`config.mk`:
```
export PLATFORM = sky130hd
export DESIGN_NAME = uelat_top
export DESIGN_NICKNAME = d
export VERILOG_FILES = /design/src/uelat_pkg.sv /design/src/uelat_top.sv /design/src/uelat_sync.sv
export SDC_FILE = /design/constraint.sdc
export NUM_CORES = 1
export LEC_CHECK = 0
export BUFFER_PORTS_ARGS = -buffer_cell sky130_fd_sc_hd__buf_2
export CAP_MARGIN = 0
export CORE_MARGIN = 4
export CORE_UTILIZATION = 46
export CTS_CLUSTER_SIZE = 12
export DETAILED_ROUTE_END_ITERATION = 8
export PLACE_DENSITY = 0.76
export SYNTH_ARGS = -nofsm -noshare
export SYNTH_HDL_FRONTEND = slang
export SYNTH_SLANG_ARGS = --single-unit
```
`constraint.sdc`:
```
create_clock -name CLK_IN -period 1.6 [get_ports CLK_IN]
set_clock_uncertainty 0.1 [all_clocks]
set_input_delay 0.32 -clock CLK_IN [delete_from_list [all_inputs] [get_ports CLK_IN]]
set_output_delay 0.32 -clock CLK_IN [all_outputs]
set_load 0.02 [all_outputs]
```
`src/uelat_pkg.sv`:
```
package uelat_pkg;
   localparam logic [5:0] LATCH_OFFSET = 6'h14;
   localparam logic [5:0] DEBUG_OFFSET = 6'h15;
   localparam int HOSTDIS_BIT = 0;
   localparam int VBUS_BIT = 1;
   localparam int SESSION_VALID_INDICATION_BIT = 2;
   localparam int SESSION_END_INDICATION_BIT = 3;
   localparam int ID_GROUND_INDICATION_BIT = 4;
   localparam int NUM_EVENTS = 5;
   localparam logic [7:0] LATCH_RESET = 8'h00;
   localparam logic [1:0] LINE_STATE_RESET = 2'h0;

   // raw event indications from the analog comparators
   typedef struct packed {
      logic id_ground_indication;
      logic session_end_indication;
      logic session_valid_indication;
      logic vbus_valid_indication;
      logic host_disconnect_indication;
   } uelat_events_type;
endpackage

```
`src/uelat_top.sv`:
```
`timescale 1ns/10ps
// How it works
// - An enabled change on the id-ground indication sets latch bit 4, cleared by a read.
// - An enabled change on the session-end indication sets latch bit 3, cleared by a read.
// - An enabled change on session-valid (same as a-device valid) sets bit 2, cleared by a read.
// - An enabled change on the vbus-valid indication sets latch bit 1, cleared by a read.
// - After reset the host-disconnect bit reads 1 when disconnected and 0 when connected.
// - A read-only debug register at offset 0x15 shows live internal signals.
// - Every latch bit clears on a latch read and on entry to low-power, serial or carkit mode.
// - An event coinciding with a latch read appears in the read data and leaves the bit clear.
module uelat_top (
   input wire logic CLK_IN, // 60 MHz interface clock
   input wire logic RST_IN, // sync reset, active high
   input wire uelat_pkg::uelat_events_type EVENTS_IN, // raw indications, async
   input wire logic [uelat_pkg::NUM_EVENTS-1:0] RISE_EN_IN, // rising-edge enables
   input wire logic [uelat_pkg::NUM_EVENTS-1:0] FALL_EN_IN, // falling-edge enables
   input wire logic HOST_MODE_IN, // host mode active
   input wire logic [1:0] LINE_STATE_IN, // usb_line_state, async
   input wire logic LOW_POWER_ENTRY_IN, // pulse: low-power mode entered
   input wire logic SERIAL_ENTRY_IN, // pulse: serial mode entered
   input wire logic CARKIT_ENTRY_IN, // pulse: carkit mode entered
   input wire logic RD_IN, // pulse: register read strobe
   input wire logic [5:0] ADDR_IN, // register address
   output logic [7:0] RDATA_OUT, // read data, registered
   output logic RVALID_OUT // read data valid pulse
);
   localparam int N = uelat_pkg::NUM_EVENTS;

   // ----------------------------------------
   // synchronise inputs
   // ----------------------------------------
   logic [N-1:0] ev_sync;
   logic [1:0] line_sync;
   logic [N-1:0] ev_prev;
   logic edges_live;
   logic [N-1:0] event_hit;
   logic [N-1:0] strap_set;
   logic [N-1:0] set_vec;
   logic [N-1:0] flags;
   logic [N-1:0] next_flags;
   logic latch_read;
   logic debug_read;
   logic mode_clear;

   // warm-up after reset, one step per clock
   typedef enum logic [1:0] {
      warm_fill = 2'b00, // first flop still holds its reset value
      warm_sync = 2'b01, // synchronised copy not yet real
      warm_strap = 2'b11, // real level: take host-disconnect strap
      warm_run = 2'b10 // edge detection live
   } uelat_warm_type;
   uelat_warm_type warm;
   uelat_warm_type next_warm;

   uelat_sync #(.WIDTH(N)) ev_sync_i (
      .CLK_IN(CLK_IN),
      .RST_IN(RST_IN),
      .D_IN(EVENTS_IN),
      .Q_OUT(ev_sync)
   );

   uelat_sync #(.WIDTH(2)) line_sync_i (
      .CLK_IN(CLK_IN),
      .RST_IN(RST_IN),
      .D_IN(LINE_STATE_IN),
      .Q_OUT(line_sync)
   );

   // ----------------------------------------
   // edge detection
   // ----------------------------------------
   // previous level, compared only once both copies are real
   always_ff @(posedge CLK_IN) begin
      if (RST_IN) begin
         ev_prev <= '0;
      end else begin
         ev_prev <= ev_sync;
      end
   end

   // no edges until the pipeline holds real levels: avoids false edges
   always_comb begin
      case (warm)
         warm_fill: begin
            next_warm = warm_sync;
         end
         warm_sync: begin
            next_warm = warm_strap;
         end
         warm_strap: begin
            next_warm = warm_run;
         end
         warm_run: begin
            next_warm = warm_run;
         end
         default: begin
            next_warm = warm_fill;
         end
      endcase
   end

   always_ff @(posedge CLK_IN) begin
      if (RST_IN) begin
         warm <= warm_fill;
      end else begin
         warm <= next_warm;
      end
   end

   assign edges_live = (warm == warm_run);

   genvar g;
   generate
      for (g = 0; g < N; g++) begin : g_edge
         if (g == uelat_pkg::HOSTDIS_BIT) begin : g_host
            assign event_hit[g] = edges_live && HOST_MODE_IN &&
               ((RISE_EN_IN[g] && ev_sync[g] && !ev_prev[g]) ||
                (FALL_EN_IN[g] && !ev_sync[g] && ev_prev[g]));
         end else begin : g_other
            assign event_hit[g] = edges_live &&
               ((RISE_EN_IN[g] && ev_sync[g] && !ev_prev[g]) ||
                (FALL_EN_IN[g] && !ev_sync[g] && ev_prev[g]));
         end
      end
   endgenerate

   // ----------------------------------------
   // latch flags
   // ----------------------------------------
   // read strobe aimed at one register offset
   function automatic logic reg_hit(input logic rd, input logic [5:0] addr,
         input logic [5:0] offset);
      return rd && (addr == offset);
   endfunction

   assign latch_read = reg_hit(RD_IN, ADDR_IN, uelat_pkg::LATCH_OFFSET);
   assign debug_read = reg_hit(RD_IN, ADDR_IN, uelat_pkg::DEBUG_OFFSET);
   assign mode_clear = LOW_POWER_ENTRY_IN || SERIAL_ENTRY_IN || CARKIT_ENTRY_IN;

   // host-disconnect level taken once, treated like an enabled event
   always_comb begin
      strap_set = '0;
      if (warm == warm_strap) begin
         strap_set[uelat_pkg::HOSTDIS_BIT] = ev_sync[uelat_pkg::HOSTDIS_BIT];
      end
   end

   assign set_vec = event_hit | strap_set;

   always_comb begin
      next_flags = flags | set_vec;
      if (latch_read || mode_clear) begin
         next_flags = '0;
      end
   end

   always_ff @(posedge CLK_IN) begin
      if (RST_IN) begin
         flags <= uelat_pkg::LATCH_RESET[N-1:0];
      end else begin
         flags <= next_flags;
      end
   end

   // ----------------------------------------
   // read path
   // ----------------------------------------
   always_ff @(posedge CLK_IN) begin
      if (RST_IN) begin
         RDATA_OUT <= 8'h00;
         RVALID_OUT <= 1'b0;
      end else begin
         RVALID_OUT <= RD_IN;
         if (!RD_IN) begin
            RDATA_OUT <= 8'h00;
         end else if (latch_read) begin
            RDATA_OUT <= {3'h0, flags | set_vec};
         end else if (debug_read) begin
            RDATA_OUT <= {6'h00, line_sync};
         end else begin
            RDATA_OUT <= 8'h00;
         end
      end
   end
endmodule

```
`src/uelat_sync.sv`:
```
`timescale 1ns/10ps
// ----------------------------------------
// two-flop synchroniser, vector width
// ----------------------------------------
module uelat_sync #(
   parameter int WIDTH = 1
) (
   input wire logic CLK_IN, // clock
   input wire logic RST_IN, // sync reset
   input wire logic [WIDTH-1:0] D_IN, // async input
   output logic [WIDTH-1:0] Q_OUT // synchronised output
);
   logic [WIDTH-1:0] meta;

   always_ff @(posedge CLK_IN) begin
      if (RST_IN) begin
         meta <= '0;
         Q_OUT <= '0;
      end else begin
         meta <= D_IN;
         Q_OUT <= meta;
      end
   end
endmodule

```
==> metrics.md <==
| Metric | Value |
|---|---|
| CP Cell Sequence | `nor2b_1 -> a21oi_1 -> a211oi_1` |
| Critical path data required time | `1.73 ns` |
| CP max stage cell | `dfxtp_1` |
| Leakage | `0.5539 nW` |
| Critical path peak fanout | `4` |
| Period minus WS final | `1.273 ns` |
| Top-area cell type share of the netlist area | `62.29%` |
| DR vias/cell | `4.609` |
| IO buf count | `35` |
| Synth Area per Inst | `10.18 sq um` |
| Worst-path clk slew | `0.10 ns` |
| Postcts setup bufs | `0` |
| First-pass GRT wire length | `3.125 mm` |
| Finish-stage setup viols | `0` |
| Worst skew pair latency | `0.32 ns` |
| Pwr Total | `1.377 mW` |
| Die Y-Extent | `55.29 microns` |
| Hold Buf Count CTS | `0` |
| Core area | `2042 sq um` |
| Synth warn | `0` |
| Post-cts resize count | `0` |
| Post-layout util | `62.87%` |
| GRT overflow | `0` |
| Max Freq | `785.7 MHz` |
| Max Cap Viol | `0` |
| Worst r2r path cells | `3` |
| Post-route ant nets | `0` |
| Antenna violations before repair | `0` |
| Critical Path Start Type | `flop` |
| Most area-consuming cells after synthesis | `dfxtp_1 62%, nor2b_1 13%, nor2_1 3.6%` |
| Final WL | `1.736 mm` |
| H-tree levels | `2` |
| Crit. End Element | `flop` |
| RePlAce Congestion | `0.8550` |
| Post-synthesis sequential area ratio | `62.29%` |
| Yosys reg bits | `32` |
| Area grow syn2layout | `24.82%` |
| Ant diodes | `0` |
| Fraction of layout cells with a size suffix above 1 | `32.39%` |
| Arrival time at the worst endpoint | `1.40 ns` |
| WHS Path Cells | `2` |
| Post-Place Cell Area | `1222 sq um` |
| Initial DRC Count | `8` |
| Layout Cells excl Fill | `169` |
| Final Hold Vio Count | `0` |
| Cell row count | `16` |
| Initial core utilization | `50.37%` |
| Die width | `55.29 microns` |
| Drt wl/cell | `10.27 microns` |
| Largest net degree at the start of global routing | `16` |
| Clock Path Buffers | `2` |
| Total GRT Usage | `13.01%` |
| Status | `completed` |
| Post-route cell area | `1284 sq um` |
| Critical setup path kind | `reg -> reg` |
| DRC | `0` |
| Netlist Area Pre-Place | `1028 sq um` |
| CTS tree | `built` |
| Number of global-route vias before repair | `794` |
| Cts bufs inserted | `5` |
| Max Transition Viols Final | `0` |
| Post-synth cell types | `21` |
| PD cells | `1073 nW/um^2` |
| Max IR drop VDD | `0.7020 mV` |
| TritonCTS sink count | `32` |
| First-pass iteration count of the detailed router | `4` |
| Leading area contributor after synthesis | `dfxtp_1` |
| Slowest stage delay, CP | `0.38 ns` |
| Final net count | `171` |
| Type of the worst min-delay path | `in -> reg` |
| Cells after synthesis | `101` |
| CTS root buf | `clkbuf_4` |
| I/O Pins | `39` |
| Die area | `3056 sq um` |
| Unrepaired setup endpoints after global routing | `no` |
| Vias | `779` |
| Fin crit share | `79.54%` |
| Dpl cells | `161` |
| Setup tns final | `0 ns` |
| HPWL Detailed | `1.338 mm` |
## cell type report
class / instances / area (sq um)
Clock buffer: 6 / 51.30
Multi-Input combinational cell: 65 / 361.6
Sequential cell: 32 / 640.6
Clock inverter: 2 / 10.01
Inverter: 1 / 3.754
Tap cell: 27 / 33.78
Timing Repair Buffer: 36 / 182.7
Fill cell: 188 / 758.2
## synthesized netlist by cell type
master	instances
nor2b_1	21
a211oi_1	2
buf_4	3
nor2_1	10
nor3_1	3
o211ai_1	1
a21oi_1	5
nand4b_1	2
clkbuf_1	2
o22ai_1	3
nand3b_1	1
nor4_1	1
nand3_1	1
dfxtp_1	32
conb_1	1
inv_1	1
or2_4	1
nand2_1	8
o21ai_1	1
nor4b_2	1
o21ai_0	1
## cell usage in the layout (no fill, tap or decap), drive strengths merged
master,n
a211oi,2
a21oi,5
buf,36
clkbuf,6
clkinv,2
conb,3
dfxtp,32
inv,1
nand2,8
nand3,1
nand3b,1
nand4b,2
nor2,10
nor2b,21
nor3,3
nor4,1
nor4b,1
o211ai,1
o21ai,2
o22ai,3
or2,1
## per-stage QoR
step	worst slack (ns)	hold WS (ns)
final	0.3273	0.1110
after global routing	0.2543	0.09410
after CTS	0.3245	0.1025
after detailed placement	0.1423	0.3234
after global placement	0.1640	0.3189
after floorplan	0.3549	0.2916
## where the power goes
| group | switching [mW] | internal [mW] | leakage, nW |
|---|---|---|---|
| combinational | 0.0435 | 0.0480 | 0.254 |
| clock | 0.244 | 0.209 | 0.0380 |
| sequential | 0.0115 | 0.821 | 0.262 |
| total | 0.299 | 1.08 | 0.554 |
## critical path: cells and delay by family, from the launching register on
family / cells / cell delay (ns)
simple gates: 1 / 0.30
flops: 1 / 0.38
compound gates: 2 / 0.40
## path summary, 6_finish.rpt
check | slack, ns | start | end
hold / removal | 0.11 | EVENTS_IN[3] | ev_sync_i.meta[3]
setup reg to reg | 0.33 | warm[1] | RDATA_OUT[1]
setup / recovery | 0.33 | warm[1] | RDATA_OUT[1]
hold reg to reg | 0.34 | ev_sync_i.meta[3] | ev_sync_i.Q_OUT[3]
## cell families (layout without fill, tap and decap cells)
family | after synthesis | after routing | synth area share, %
flip-flops | 32 | 32 | 62.29
other | 1 | 3 | 0.3646
buffers and inverters | 6 | 45 | 3.284
AND/OR/NAND/NOR | 49 | 49 | 26.64
AO/OA/AOI/OAI | 13 | 13 | 7.420
## state kept, by name, indices dropped and copies added (netlist names)
register and cells:
line_sync_i.meta 2, warm 2, RDATA_OUT 5, RVALID_OUT 1, flags 5, ev_sync_i.meta 5
ev_sync_i.Q_OUT 5, line_sync_i.Q_OUT 2, ev_prev 5
## layer usage
layer / part of all wire [%] / GRT usage, %
met2: 51 / 22.13
met4: 0.58 / 5.903
met5: 0 / 0
met3: 8.5 / 7.459
met1: 40 / 12.65
Power figures use the tool's default switching activity.
